$ cat src/shared/sm_rx_pkg.sv
package sm_rx_pkg;
    // register bus: word index = byte address / 4
    localparam int IDX_W = 8;
    localparam int DATA_W = 32;
    localparam logic [7:0] IDX_INTERRUPT_CONTROL = 8'h0b;
    localparam logic [7:0] IDX_PERIPHERAL_INT_FLAGS = 8'h0c;
    localparam logic [7:0] IDX_PERIPHERAL_INT_ENABLES = 8'h8c;
    localparam logic [7:0] IDX_RECEIVE_STATUS_CONTROL = 8'h18;
    localparam logic [7:0] IDX_RECEIVE_DATA_FIFO = 8'h1a;
    localparam logic [7:0] IDX_SERIAL_MODE = 8'h98;
    localparam logic [7:0] IDX_BAUD_RATE_GENERATOR = 8'h99;
    localparam logic [7:0] IDX_EVENT_STATUS = 8'h40;
    localparam logic [7:0] IDX_EVENT_MASK = 8'h41;

    // field positions
    localparam int GLOBAL_INTERRUPT_ENABLE_BIT = 7;
    localparam int PERIPHERAL_INTERRUPT_ENABLE_BIT = 6;
    localparam int RECEIVE_INTERRUPT_FLAG_BIT = 5;
    localparam int RECEIVE_INTERRUPT_ENABLE_BIT = 5;
    localparam int SERIAL_PORT_ENABLE_BIT = 7;
    localparam int NINTH_BIT_RECEIVE_ENABLE_BIT = 6;
    localparam int SINGLE_RECEIVE_ENABLE_BIT = 5;
    localparam int CONTINUOUS_RECEIVE_ENABLE_BIT = 4;
    localparam int OVERRUN_ERROR_BIT = 1;
    localparam int RECEIVED_NINTH_BIT_POS = 0;
    localparam int MASTER_CLOCK_SOURCE_SELECT_BIT = 7;
    localparam int SYNC_BIT = 4;
    localparam int EV_WORD_BIT = 0;
    localparam int EV_OVERRUN_BIT = 1;
    localparam int EV_W = 2;

    // word format and storage
    localparam int WORD_W = 9;
    localparam int FIFO_DEPTH = 2;
    localparam logic [3:0] SHORT_WORD_BITS = 4'h8;
    localparam logic [3:0] LONG_WORD_BITS = 4'h9;

    // reset values
    localparam logic [7:0] BYTE_RESET = 8'h00;
    localparam logic [7:0] BRG_RESET = 8'h00;

    typedef enum logic [1:0] {
        LINK_IDLE = 2'b00,
        LINK_LOW = 2'b01,
        LINK_HIGH = 2'b10
    } link_state_type;
endpackage : sm_rx_pkg

$ cat src/shared/rx_fifo_if.sv
`timescale 1ns/1ps
interface rx_fifo_if #(parameter int WIDTH = 9);
    logic push;
    logic [WIDTH-1:0] push_data;
    logic full;
    logic pop;
    logic [WIDTH-1:0] head;
    logic empty;
    modport owner(input push, input push_data, input pop, output full, output head, output empty);
    modport user(output push, output push_data, output pop, input full, input head, input empty);
endinterface : rx_fifo_if

$ cat src/hw/sync_two_ff.sv
`timescale 1ns/1ps
module sync_two_ff #(
    parameter int WIDTH = 1
) (
    input wire logic ref_clk,
    input wire logic rst_n,
    input wire logic [WIDTH-1:0] async_in,
    output logic [WIDTH-1:0] sync_out
);
    typedef struct packed {
        logic [WIDTH-1:0] first;
        logic [WIDTH-1:0] second;
    } sync_state_type;

    sync_state_type st;
    sync_state_type next_st;

    // first stage feeds only the second
    always_comb begin
        next_st.first = async_in;
        next_st.second = st.first;
    end

    always_ff @(posedge ref_clk or negedge rst_n) begin
        if (!rst_n) begin
            st <= '0;
        end else begin
            st <= next_st;
        end
    end

    assign sync_out = st.second;
endmodule : sync_two_ff

$ cat src/hw/rx_fifo.sv
`timescale 1ns/1ps
module rx_fifo #(
    parameter int WIDTH = 9,
    parameter int DEPTH = 2
) (
    input wire logic ref_clk,
    input wire logic rst_n,
    rx_fifo_if.owner port
);
    localparam int PTR_W = (DEPTH > 1) ? $clog2(DEPTH) : 1;
    localparam int CNT_W = $clog2(DEPTH + 1);
    localparam logic [CNT_W-1:0] CNT_FULL = CNT_W'(DEPTH);
    localparam logic [PTR_W-1:0] PTR_LAST = PTR_W'(DEPTH - 1);

    typedef struct packed {
        logic [DEPTH-1:0][WIDTH-1:0] mem;
        logic [PTR_W-1:0] rd_ptr;
        logic [PTR_W-1:0] wr_ptr;
        logic [CNT_W-1:0] count;
    } fifo_state_type;

    fifo_state_type st;
    fifo_state_type next_st;
    logic do_push;
    logic do_pop;

    always_comb begin
        next_st = st;
        do_push = port.push && (st.count != CNT_FULL);
        do_pop = port.pop && (st.count != '0);
        if (do_push) begin
            next_st.mem[st.wr_ptr] = port.push_data;
            next_st.wr_ptr = (st.wr_ptr == PTR_LAST) ? '0 : PTR_W'(st.wr_ptr + 1'b1);
        end
        if (do_pop) begin
            next_st.rd_ptr = (st.rd_ptr == PTR_LAST) ? '0 : PTR_W'(st.rd_ptr + 1'b1);
        end
        if (do_push && !do_pop) begin
            next_st.count = CNT_W'(st.count + 1'b1);
        end else if (do_pop && !do_push) begin
            next_st.count = CNT_W'(st.count - 1'b1);
        end
    end

    always_ff @(posedge ref_clk or negedge rst_n) begin
        if (!rst_n) begin
            st <= '0;
        end else begin
            st <= next_st;
        end
    end

    assign port.full = (st.count == CNT_FULL);
    assign port.empty = (st.count == '0);
    assign port.head = st.mem[st.rd_ptr];
endmodule : rx_fifo

$ cat src/hw/sync_master_serial_receive.sv
// Behaviour
// - serial port enable, sync mode, master clock select plus single/continuous bit enables reception
// - data line sampled on shift clock falling edge
// - single-receive takes one word then stops
// - continuous-receive runs until software clears it
// - both set behaves as continuous reception
// - last bit moves shift register into FIFO
// - completed move sets receive interrupt flag
// - receive interrupt request only with receive enable set
// - flag read-only, clears when FIFO drained
// - two-entry FIFO, third word keeps shifting
// - full FIFO at third word sets overrun
// - overrun blocks all moves into FIFO
// - ninth bit buffered with word; read status first
`timescale 1ns/1ps
module sync_master_serial_receive #(
    parameter int WORD_W = sm_rx_pkg::WORD_W,
    parameter int FIFO_DEPTH = sm_rx_pkg::FIFO_DEPTH
) (
    input wire logic ref_clk,
    input wire logic rst_n,
    input wire logic wb_cyc_i,
    input wire logic wb_stb_i,
    input wire logic wb_we_i,
    input wire logic [sm_rx_pkg::IDX_W+1:0] wb_adr_i,
    input wire logic [3:0] wb_sel_i,
    input wire logic [sm_rx_pkg::DATA_W-1:0] wb_dat_i,
    output logic [sm_rx_pkg::DATA_W-1:0] wb_dat_o,
    output logic wb_ack_o,
    output logic irq,
    output logic serial_clock_o,
    output logic serial_clock_oe,
    input wire logic serial_data_i,
    output logic serial_data_o,
    output logic serial_data_oe
);
    typedef struct packed {
        logic global_interrupt_enable;
        logic peripheral_interrupt_enable;
        logic [7:0] int_enables;
        logic serial_port_enable;
        logic ninth_bit_receive_enable;
        logic single_receive_enable;
        logic continuous_receive_enable;
        logic overrun_error;
        logic master_clock_source_select;
        logic sync_mode;
        logic [7:0] brg;
        logic [sm_rx_pkg::EV_W-1:0] ev_status;
        logic [sm_rx_pkg::EV_W-1:0] ev_mask;
        sm_rx_pkg::link_state_type link;
        logic [7:0] div;
        logic [3:0] nbits;
        logic [WORD_W-1:0] shreg;
        logic sclk;
        logic sclk_oe;
        logic data_drive;
        logic ack;
        logic [sm_rx_pkg::DATA_W-1:0] rdata;
        logic irq;
    } state_type;

    state_type st;
    state_type next_st;

    logic data_sync;
    logic wb_req;
    logic wr;
    logic rd;
    logic [sm_rx_pkg::IDX_W-1:0] idx;
    logic rx_on;
    logic [3:0] word_bits;
    logic [WORD_W-1:0] shifted;
    logic [WORD_W-1:0] word;
    logic receive_interrupt_flag;
    logic [sm_rx_pkg::EV_W-1:0] ev_set;
    logic [sm_rx_pkg::EV_W-1:0] ev_clr;

    rx_fifo_if #(.WIDTH(WORD_W)) fifo ();

    rx_fifo #(
        .WIDTH(WORD_W),
        .DEPTH(FIFO_DEPTH)
    ) u_fifo (
        .ref_clk(ref_clk),
        .rst_n(rst_n),
        .port(fifo.owner)
    );

    sync_two_ff #(
        .WIDTH(1)
    ) u_data_sync (
        .ref_clk(ref_clk),
        .rst_n(rst_n),
        .async_in(serial_data_i),
        .sync_out(data_sync)
    );

    always_comb begin
        next_st = st;
        fifo.push = 1'b0;
        fifo.push_data = '0;
        fifo.pop = 1'b0;
        ev_set = '0;
        ev_clr = '0;
        word = '0;
        shifted = {data_sync, st.shreg[WORD_W-1:1]};
        idx = wb_adr_i[sm_rx_pkg::IDX_W+1:2];
        wb_req = wb_cyc_i && wb_stb_i && !st.ack;
        wr = wb_req && wb_we_i && wb_sel_i[0];
        rd = wb_req && !wb_we_i;
        receive_interrupt_flag = !fifo.empty;
        next_st.ack = wb_req;

        // register reads; unmapped words read zero
        if (rd) begin
            next_st.rdata = '0;
            case (idx)
                sm_rx_pkg::IDX_INTERRUPT_CONTROL: begin
                    next_st.rdata[sm_rx_pkg::GLOBAL_INTERRUPT_ENABLE_BIT] = st.global_interrupt_enable;
                    next_st.rdata[sm_rx_pkg::PERIPHERAL_INTERRUPT_ENABLE_BIT] = st.peripheral_interrupt_enable;
                end
                sm_rx_pkg::IDX_PERIPHERAL_INT_FLAGS: begin
                    next_st.rdata[sm_rx_pkg::RECEIVE_INTERRUPT_FLAG_BIT] = receive_interrupt_flag;
                end
                sm_rx_pkg::IDX_PERIPHERAL_INT_ENABLES: begin
                    next_st.rdata[7:0] = st.int_enables;
                end
                sm_rx_pkg::IDX_RECEIVE_STATUS_CONTROL: begin
                    next_st.rdata[sm_rx_pkg::SERIAL_PORT_ENABLE_BIT] = st.serial_port_enable;
                    next_st.rdata[sm_rx_pkg::NINTH_BIT_RECEIVE_ENABLE_BIT] = st.ninth_bit_receive_enable;
                    next_st.rdata[sm_rx_pkg::SINGLE_RECEIVE_ENABLE_BIT] = st.single_receive_enable;
                    next_st.rdata[sm_rx_pkg::CONTINUOUS_RECEIVE_ENABLE_BIT] = st.continuous_receive_enable;
                    next_st.rdata[sm_rx_pkg::OVERRUN_ERROR_BIT] = st.overrun_error;
                    // ninth bit of the word at the FIFO head
                    next_st.rdata[sm_rx_pkg::RECEIVED_NINTH_BIT_POS] = receive_interrupt_flag
                        && fifo.head[WORD_W-1];
                end
                sm_rx_pkg::IDX_RECEIVE_DATA_FIFO: begin
                    next_st.rdata[7:0] = fifo.head[7:0];
                    fifo.pop = receive_interrupt_flag;
                end
                sm_rx_pkg::IDX_SERIAL_MODE: begin
                    next_st.rdata[sm_rx_pkg::MASTER_CLOCK_SOURCE_SELECT_BIT] = st.master_clock_source_select;
                    next_st.rdata[sm_rx_pkg::SYNC_BIT] = st.sync_mode;
                end
                sm_rx_pkg::IDX_BAUD_RATE_GENERATOR: begin
                    next_st.rdata[7:0] = st.brg;
                end
                sm_rx_pkg::IDX_EVENT_STATUS: begin
                    next_st.rdata[sm_rx_pkg::EV_W-1:0] = st.ev_status;
                end
                sm_rx_pkg::IDX_EVENT_MASK: begin
                    next_st.rdata[sm_rx_pkg::EV_W-1:0] = st.ev_mask;
                end
                default: begin
                    next_st.rdata = '0;
                end
            endcase
        end

        // register writes, byte lane 0 only
        if (wr) begin
            case (idx)
                sm_rx_pkg::IDX_INTERRUPT_CONTROL: begin
                    next_st.global_interrupt_enable = wb_dat_i[sm_rx_pkg::GLOBAL_INTERRUPT_ENABLE_BIT];
                    next_st.peripheral_interrupt_enable = wb_dat_i[sm_rx_pkg::PERIPHERAL_INTERRUPT_ENABLE_BIT];
                end
                sm_rx_pkg::IDX_PERIPHERAL_INT_ENABLES: begin
                    next_st.int_enables = wb_dat_i[7:0];
                end
                sm_rx_pkg::IDX_RECEIVE_STATUS_CONTROL: begin
                    next_st.serial_port_enable = wb_dat_i[sm_rx_pkg::SERIAL_PORT_ENABLE_BIT];
                    next_st.ninth_bit_receive_enable = wb_dat_i[sm_rx_pkg::NINTH_BIT_RECEIVE_ENABLE_BIT];
                    next_st.single_receive_enable = wb_dat_i[sm_rx_pkg::SINGLE_RECEIVE_ENABLE_BIT];
                    next_st.continuous_receive_enable = wb_dat_i[sm_rx_pkg::CONTINUOUS_RECEIVE_ENABLE_BIT];
                    if (!wb_dat_i[sm_rx_pkg::CONTINUOUS_RECEIVE_ENABLE_BIT]) begin
                        next_st.overrun_error = 1'b0;
                    end
                end
                sm_rx_pkg::IDX_SERIAL_MODE: begin
                    next_st.master_clock_source_select = wb_dat_i[sm_rx_pkg::MASTER_CLOCK_SOURCE_SELECT_BIT];
                    next_st.sync_mode = wb_dat_i[sm_rx_pkg::SYNC_BIT];
                end
                sm_rx_pkg::IDX_BAUD_RATE_GENERATOR: begin
                    next_st.brg = wb_dat_i[7:0];
                end
                sm_rx_pkg::IDX_EVENT_STATUS: begin
                    ev_clr = wb_dat_i[sm_rx_pkg::EV_W-1:0];
                end
                sm_rx_pkg::IDX_EVENT_MASK: begin
                    next_st.ev_mask = wb_dat_i[sm_rx_pkg::EV_W-1:0];
                end
                default: begin
                    ev_clr = '0;
                end
            endcase
        end

        // link engine takes enables and word length from the freshly written settings; brg compare uses the registered value
        rx_on = next_st.serial_port_enable && next_st.sync_mode && next_st.master_clock_source_select
            && (next_st.single_receive_enable || next_st.continuous_receive_enable);
        word_bits = next_st.ninth_bit_receive_enable ? sm_rx_pkg::LONG_WORD_BITS : sm_rx_pkg::SHORT_WORD_BITS;
        next_st.sclk_oe = next_st.serial_port_enable && next_st.sync_mode
            && next_st.master_clock_source_select;
        next_st.data_drive = 1'b0;

        case (st.link)
            sm_rx_pkg::LINK_IDLE: begin
                next_st.sclk = 1'b0;
                next_st.div = '0;
                next_st.nbits = '0;
                if (rx_on) begin
                    next_st.link = sm_rx_pkg::LINK_LOW;
                end
            end
            sm_rx_pkg::LINK_LOW: begin
                if (!rx_on) begin
                    next_st.sclk = 1'b0;
                    next_st.link = sm_rx_pkg::LINK_IDLE;
                end else if (st.div == st.brg) begin
                    // half period of brg+1 clocks
                    next_st.div = '0;
                    next_st.sclk = 1'b1;
                    next_st.link = sm_rx_pkg::LINK_HIGH;
                end else begin
                    next_st.div = 8'(st.div + 1'b1);
                end
            end
            sm_rx_pkg::LINK_HIGH: begin
                if (!rx_on) begin
                    next_st.sclk = 1'b0;
                    next_st.link = sm_rx_pkg::LINK_IDLE;
                end else if (st.div == st.brg) begin
                    next_st.div = '0;
                    next_st.sclk = 1'b0;
                    next_st.shreg = shifted;
                    next_st.link = sm_rx_pkg::LINK_LOW;
                    if (4'(st.nbits + 1'b1) == word_bits) begin
                        next_st.nbits = '0;
                        if (next_st.ninth_bit_receive_enable) begin
                            word = shifted;
                        end else begin
                            word = {1'b0, shifted[WORD_W-1:1]};
                        end
                        if (st.overrun_error) begin
                            word = '0;
                        end else if (fifo.full) begin
                            next_st.overrun_error = 1'b1;
                            ev_set[sm_rx_pkg::EV_OVERRUN_BIT] = 1'b1;
                        end else begin
                            fifo.push = 1'b1;
                            fifo.push_data = word;
                            ev_set[sm_rx_pkg::EV_WORD_BIT] = 1'b1;
                        end
                        if (!next_st.continuous_receive_enable) begin
                            next_st.single_receive_enable = 1'b0;
                            next_st.link = sm_rx_pkg::LINK_IDLE;
                        end
                        // continuous enable wins and keeps going
                    end else begin
                        next_st.nbits = 4'(st.nbits + 1'b1);
                    end
                end else begin
                    next_st.div = 8'(st.div + 1'b1);
                end
            end
            default: begin
                next_st.link = sm_rx_pkg::LINK_IDLE;
            end
        endcase

        // sticky events: a set in the clearing cycle survives
        next_st.ev_status = (st.ev_status & ~ev_clr) | ev_set;
        next_st.irq = (st.global_interrupt_enable && st.peripheral_interrupt_enable
            && st.int_enables[sm_rx_pkg::RECEIVE_INTERRUPT_ENABLE_BIT] && receive_interrupt_flag)
            || (|(next_st.ev_status & next_st.ev_mask));
    end

    always_ff @(posedge ref_clk or negedge rst_n) begin
        if (!rst_n) begin
            st <= '0;
            st.int_enables <= sm_rx_pkg::BYTE_RESET;
            st.brg <= sm_rx_pkg::BRG_RESET;
            st.link <= sm_rx_pkg::LINK_IDLE;
        end else begin
            st <= next_st;
        end
    end

    assign wb_dat_o = st.rdata;
    assign wb_ack_o = st.ack;
    assign irq = st.irq;
    assign serial_clock_o = st.sclk;
    assign serial_clock_oe = st.sclk_oe;
    assign serial_data_o = st.data_drive;
    assign serial_data_oe = st.data_drive;
endmodule : sync_master_serial_receive

$ cat config.mk
export PLATFORM = sky130hd
export DESIGN_NAME = sync_master_serial_receive
export DESIGN_NICKNAME = d
export VERILOG_FILES = /design/src/shared/sm_rx_pkg.sv /design/src/shared/rx_fifo_if.sv /design/src/hw/sync_two_ff.sv /design/src/hw/rx_fifo.sv /design/src/hw/sync_master_serial_receive.sv
export SDC_FILE = /design/constraint.sdc
export NUM_CORES = 1
export LEC_CHECK = 0
export BUFFER_PORTS_ARGS = -buffer_cell sky130_fd_sc_hd__buf_4
export CAP_MARGIN = 20
export CORE_MARGIN = 1
export CORE_UTILIZATION = 30
export CTS_CLUSTER_DIAMETER = 120
export CTS_CLUSTER_SIZE = 16
export DETAILED_ROUTE_END_ITERATION = 16
export GPL_ROUTABILITY_DRIVEN = 0
export SYNTH_ARGS = -nofsm -noshare
export SYNTH_HDL_FRONTEND = slang
export SYNTH_HIERARCHICAL = 1
export SYNTH_SLANG_ARGS = --single-unit
export TNS_END_PERCENT = 30
$ cat constraint.sdc
create_clock -name ref_clk -period 4.1 [get_ports ref_clk]
set_input_delay 0.41 -clock ref_clk [delete_from_list [all_inputs] [get_ports ref_clk]]
set_output_delay 0.41 -clock ref_clk [all_outputs]
set_load 0.02 [all_outputs]
==> reports/results.tsv, run 1 <==
stage	metric	value	unit
outcome	run_status	finished, final reports clean	
logic_synthesis	total_standard_cell_area_after_synthesis	0.00472	sq mm
placed_design	dpl_cell_area	0.00511	sq mm
route	wire_per_inst	15.0	um
route	routed_wirelength	10200	um
worst_setup_path	cp_data_arrival_time	3.59	ns
placed_design	dp.cells	667	
logic_synthesis	synth_edf_count	0	
logic_synthesis	syn_inst	429	
route	post_drt_via_cell_ratio	4.84	
final_layout	final_nets	528	
logic_synthesis	syn-mean-instance-area	11.0	sq um
final_layout	finish.cell_count_without_fillers	683	
global_route	grt_max_degree	88	
clock_tree	cts_tree	done	
pwr	vdd_drop_max	0.181	mV
clock_tree	clk_path_buf_depth	2	
clock_tree	clock_insertion_delay_worst_skew	0.33	ns
pwr	power.density	327	mW/mm^2
pwr	p_sw	0.408	mW
global_route	antenna_found_initial	0	
timing	min_period_over_period	0.824	
timing	timing_worst_slew_pin_value	0.831	ns
worst_setup_path	worstPathRequired	4.31	ns
logic_synthesis	postSynthRegisterBits	87	
min_path	hold_class	primary input to register	
worst_setup_path	launch_point_of_the_worst_reg_to_reg_path	wb_ack_o	
route	drtAntennaViolNets	0	
timing	report.final.setup_viol	0	
timing	timing.clock.skew	0.00678	ns
min_path	worstHoldPathCells	1	
pwr	p_total	1.77	mW
final_layout	final_design_area_no_fill	0.00541	sq mm
worst_setup_path	rr_worst_depth	9	
floorplanning	ios	90	
min_path	min_to	u_data_sync/next_st[0]	
pwr	power_switching_share	0.230	
timing	max_clock_freq	296	MHz
worst_setup_path	regToRegEndpoint	u_fifo/st[12]	
global_route	first_global_vias	3293	
timing	worst_slew_margin_rel	0.445	
logic_synthesis	ys_seq_area_frac	0.461	
floorplanning	core.rowCount	45	
timing	timing.setup.tns	0	ns
floorplanning	die-width	127	um
global_route	remaining_overflow_grt	0	
logic_synthesis	synth-async-reset-ratio	1.00	
floorplanning	dieArea	0.0162	sq mm
global_route	global_route_total_usage_across_every_layer	0.135	
final_layout	final_cell_mix	87 x dfrtp_1, 53 x mux2_2, 46 x buf_4	
logic_synthesis	yosys_warnings	6	
worst_setup_path	start_kind	primary input	
pwr	static_power_due_to_leakage	2.65	nW
clock_tree	tritoncts_num_sinks	87	
global_route	grt_first_pass_wirelength	17000	um
clock_tree	cts_max_level	3	
min_path	min_from	serial_data_i	
clock_tree	clk_pin_slew_worst_paths	0.06	ns
pwr	pwr-share-clk	0.419	
final_layout	area.growth.synth_to_final	14.7	%
final_layout	finalCoreUtilization	0.355	
route	first_pass_iters	5	
pwr	internal-power	1.36	mW
pwr	p_comb_frac	0.080	
floorplanning	design.core.area	0.0153	sq mm
floorplanning	start_util	0.309	
clock_tree	post_cts_buffers	0	
logic_synthesis	postSynth.topFlopCell	dfrtp_1	
worst_setup_path	reg2reg_setup_slack	0.89	ns
clock_tree	ctsRootBufferMaster	clkbuf_16	
worst_setup_path	worstPathMaxFanout	10	
worst_setup_path	setup.worst_path.end_class	register	
final_layout	antenna-diode-count	0	
route	drtIter0Drc	337	
placed_design	placement.io_buffers	34	
final_layout	most_common_cell_after_layout_fill_and_taps_aside	dfrtp_1	
timing	maxSlewViolCount	0	
worst_setup_path	worstSetupPathType	primary input to register	
run	cap_viol_max_count	0	
logic_synthesis	synthDistinctLibCells	61	
route	detailroute.via_count	3303	
floorplanning	die_y	127	um
route	post-route-drc-count	0	
pwr	power.sequential.fraction	0.501	
final_layout	drive_gt1_frac	0.273	
timing	finalHoldViolCount	0	
timing	setup_repair_after_global_routing_missed_its_margin	no	
clock_tree	cts_made_buffers	9	
timing	period_needed	3.38	ns
placed_design	hpwl	7490	um
## worst max-delay path, cell delays in order
cell and delay (ns):
buf_4 0.12, or4b_1 0.68, nor4_4 0.40, mux2i_1 0.44
mux2i_4 0.43, nand4_4 0.22, inv_1 0.15, nor3b_2 0.18
buf_4 0.21, mux2_2 0.35
## power by group through the flow
stage / logic [mW] / registers [mW] / clock network (mW)
floorplan: 0.108 / 0.900 / 0
global placement: 0.138 / 0.902 / 0
detailed placement: 0.139 / 0.903 / 0
CTS: 0.139 / 0.888 / 0.761
global route: 0.157 / 0.889 / 0.799
finish: 0.142 / 0.888 / 0.742
## flip-flops by register name, summed over array words and instances (netlist names)
register              flops
st                       43
u_fifo/st                22
shifted                   8
wb_dat_o                  8
irq                       1
serial_clock_o            1
serial_clock_oe           1
u_data_sync/next_st       1
u_data_sync/sync_out      1
wb_ack_o                  1
## per-layer routing
layer / vias to the layer above / track usage / routed length (um)
met2: 86 / 0.205 / 4670
met3: 16 / 0.0272 / 463
met1: 1624 / 0.184 / 4810
met4: 0 / 0.0658 / 287
met5: - / 0 / 0
li1: 1577 / - / -
## cell families after synthesis
logic type / share of synthesized area
XOR/XNOR: 0.0278
AO/OA/AOI/OAI: 0.0952
other: 0.000794
AND/OR/NAND/NOR: 0.160
adder cells (fa/ha/maj): 0.0186
multiplexers: 0.159
flip-flops: 0.461
buffers and inverters: 0.0774
## worst max-delay path by stage
stage	start	end	slack [ns]	cells past startpoint
2_1_floorplan	wb_adr_i[3]	u_fifo/st[10]	0.81	10
3_3_place_gp	wb_adr_i[3]	u_fifo/st[8]	0.50	10
3_5_place_dp	wb_adr_i[3]	u_fifo/st[12]	0.42	10
4_1_cts	wb_adr_i[3]	u_fifo/st[12]	0.76	10
5_1_grt	wb_adr_i[3]	u_fifo/st[1]	0.56	11
6_report	wb_adr_i[3]	u_fifo/st[12]	0.72	10
## cells in the mapped netlist (9+ instances only)
library cell / count / area, sq um
mux2_2: 53 / 597
a21oi_1: 9 / 45.0
xor2_1: 13 / 114
dfrtp_1: 87 / 2180
inv_1: 13 / 48.8
nor2_1: 24 / 90.1
nand2_1: 37 / 139
nand3_1: 11 / 55.1
o21ai_0: 10 / 50.1
mux2i_1: 13 / 130
buf_4: 34 / 255
## layout make-up
| class | instances | area (sq um) |
|---|---|---|
| fillers | 1518 | 9840 |
| multi-input cells | 309 | 2270 |
| flip-flops and latches | 87 | 2180 |
| repair buffers | 48 | 383 |
| well taps | 211 | 264 |
| clock buffers | 13 | 260 |
| inverters | 14 | 52.6 |
| clock inverters | 1 | 5.00 |
## stage by stage
stage	hold WS [ns]	setup WS, ns
6_report	0.187	0.720
5_1_grt	0.177	0.564
4_1_cts	0.175	0.757
3_5_place_dp	0.340	0.418
3_3_place_gp	0.339	0.496
2_1_floorplan	0.114	0.808
## what timing repair did
item,CTS,global route
hold buffers,0,1
resized for setup,0,0
endpoints found under the hold margin,0,17
setup endpoints to repair,0,0
(Power assumes the default switching activity.)
==> inputs of run 2 (changes only) <==
==> constraint.sdc (replaced) <==
create_clock -name ref_clk -period 2.7 [get_ports ref_clk]
set_input_delay 0.27 -clock ref_clk [delete_from_list [all_inputs] [get_ports ref_clk]]
set_output_delay 0.27 -clock ref_clk [all_outputs]
set_load 0.02 [all_outputs]
==> run 2 against run 1 <==
  * The run now ends with negative hold slack, negative setup slack left
  * Clock skew hardly changed
  * Sequential cell count unchanged
  * Hold slack got worse by 0.19 ns
  * Combinational power increased by 59%
  * Sequential share of layout area down 2.3 points
  * Wire length increased by 3.8%
  * First-iteration DRC count decreased by 14%
  * Global-route usage rose by 0.39 points
  * Register-to-register slack worse by 0.91 ns
  * Utilization up 2.2 points
  * Critical path depth is 1 lower
  * Design area grew 6.2%
  * Largest power group is now clock
==> reports/results.tsv, run 2 (same netlist as run 1, synthesis figures left out) <==
stage	metric	value	unit
route	drtAntennaViolNets	0	
worst_setup_path	reg2reg_setup_slack	-0.02	ns
timing	finalWorstSetupSlack	-0.0191	ns
final_layout	layout_top_registers	st: 43 flops, u_fifo/st: 22 flops	
pwr	static_power_due_to_leakage	2.83	nW
floorplanning	start_util	0.309	
global_route	grt_first_pass_wirelength	17400	um
worst_setup_path	worstPathMaxFanout	9	
worst_setup_path	cp_data_arrival_time	2.94	ns
final_layout	area.growth.synth_to_final	21.8	%
timing	report.final.setup_viol	18	
floorplanning	die-width	127	um
final_layout	most_common_cell_after_layout_fill_and_taps_aside	dfrtp_1	
timing	maxSlewViolCount	0	
timing	setup_repair_after_global_routing_missed_its_margin	yes	
placed_design	dp_worst_setup_slack	-0.321	ns
pwr	power_switching_share	0.219	
clock_tree	cts_made_buffers	9	
route	post_drt_via_cell_ratio	4.77	
final_layout	largest_reg_flops	43	
worst_setup_path	worstPathRequired	2.92	ns
timing	min_period_over_period	1.01	
clock_tree	tritoncts_num_sinks	87	
floorplanning	core.rowCount	45	
route	drtIter0Drc	289	
outcome	failing_checks	negative hold slack, negative setup slack	
worst_setup_path	setup.worst_path.end_class	register	
clock_tree	cts_max_level	3	
route	routed_wirelength	10600	um
timing	timing.setup.tns	-0.159	ns
floorplanning	ios	90	
final_layout	fillCellCount	1491	
clock_tree	clk_path_buf_depth	2	
clock_tree	ctsRootBufferMaster	clkbuf_16	
pwr	internal-power	2.37	mW
final_layout	regMostFlops	st	
clock_tree	cts_tree	done	
floorplanning	die_y	127	um
outcome	run_status	complete, but fails checks	
run	cap_viol_max_count	0	
pwr	pwr-share-clk	0.481	
worst_setup_path	start_kind	register	
route	post-route-drc-count	0	
timing	timing_worst_slew_pin_value	0.750	ns
placed_design	placement.io_buffers	34	
route	first_pass_iters	4	
global_route	global_route_total_usage_across_every_layer	0.139	
clock_tree	clock_insertion_delay_worst_skew	0.34	ns
final_layout	drive_gt1_frac	0.337	
clock_tree	clk_pin_slew_worst_paths	0.06	ns
min_path	hold_class	primary input to asynchronous set/reset pin	
global_route	first_global_vias	3383	
floorplanning	dieArea	0.0162	sq mm
final_layout	finalCoreUtilization	0.377	
timing	period_needed	2.72	ns
global_route	remaining_overflow_grt	0	
global_route	antenna_found_initial	0	
timing	finalHoldViolCount	1	
pwr	power.sequential.fraction	0.445	
timing	max_clock_freq	368	MHz
timing	timing.clock.skew	0.00633	ns
timing	fin_hold_ws	-0.000615	ns
route	wire_per_inst	14.9	um
final_layout	antenna-diode-count	0	
pwr	vdd_drop_max	0.289	mV
pwr	p_comb_frac	0.074	
placed_design	hpwl	7970	um
floorplanning	design.core.area	0.0153	sq mm
worst_setup_path	worstSetupPathType	register to register	
final_layout	final_nets	556	
final_layout	final_cell_mix	86 x dfrtp_1, 74 x buf_4, 53 x mux2_2	
pwr	p_sw	0.664	mW
timing	worst_slew_margin_rel	0.500	
route	detailroute.via_count	3398	
pwr	power.density	528	mW/mm^2
global_route	grt_max_degree	58	
[run 2: cell types whose count changed in the layout (fill, tap and decap cells not counted), sizes merged]
| cell | delta |
|---|---|
| clkinv | +1 |
| clkbuf | -2 |
| dlygate4sd3 | -1 |
| buf | +29 |
| bufinv | +3 |
[run 2: critical path, cell delays in order (launching register included)]
cell and delay [ns]:
dfrtp_2 0.44, ha_1 0.22, xor2_1 0.18, or4b_2 0.66, mux2i_4 0.21, nand4_4 0.12
inv_2 0.08, nor3b_4 0.18, buf_6 0.17, mux2_2 0.34
[run 2: through the flow]
| step | area [sq um] | instances | power, mW | hold WS, ns |
|---|---|---|---|---|
| 3_5_place_dp | 5350 | 695 | 1.60 | 0.337 |
| 6_report | 5750 | 713 | 3.03 | -0.000615 |
| 3_3_place_gp | 5350 | 695 | 1.60 | 0.336 |
| 2_1_floorplan | 4830 | 454 | 1.53 | -0.0256 |
| 5_1_grt | 5750 | 713 | 3.14 | 0.0347 |
| 4_1_cts | 5720 | 713 | 3.07 | 0.0264 |
[run 2: power groups by stage]
stage               Clock [mW]  Sequential [mW]  Combinational [mW]
finish                    1.46             1.35               0.226
global route              1.54             1.35               0.250
CTS                       1.49             1.35               0.229
detailed placement           0             1.37               0.228
global placement             0             1.37               0.225
floorplan                    0             1.37               0.166
[run 2: metal layers]
metal | global-route usage | part of all wire | up-vias
met2 | 0.213 | 0.47 | 77
met4 | 0.0735 | 0.024 | 0
li1 | - | - | 1632
met1 | 0.190 | 0.47 | 1672
met5 | 0 | 0 | -
met3 | 0.0205 | 0.032 | 17
[run 2: final cells by class]
type	instances	area [sq um]	share of cell area
timing repair buffer	76	587	0.102
multi-input combinational	309	2310	0.402
clock inverter	5	104	0.0181
sequential	87	2180	0.379
clock buffer	11	253	0.0439
inverter	14	52.6	0.00914
tap	211	264	0.0459
[run 2: final timing paths]
check | depth (start not counted) | startpoint | to
min in group ref_clk | 1 | serial_data_i | u_data_sync/next_st[0]
worst max register to register | 9 | st[46] | u_fifo/st[4]
worst min register to register | 0 | u_data_sync/next_st[0] | u_data_sync/sync_out
worst max-delay path | 9 | st[46] | u_fifo/st[4]
max in group asynchronous | 2 | rst_n | u_fifo/st[12]
worst min-delay path | 1 | rst_n | wb_ack_o
[run 2: repair_timing]
item,CTS,global route
gates resized for setup,1,7
endpoints found under the setup margin,19,25
pin swaps,1,2
setup buffers,2,0
hold buffers,0,0
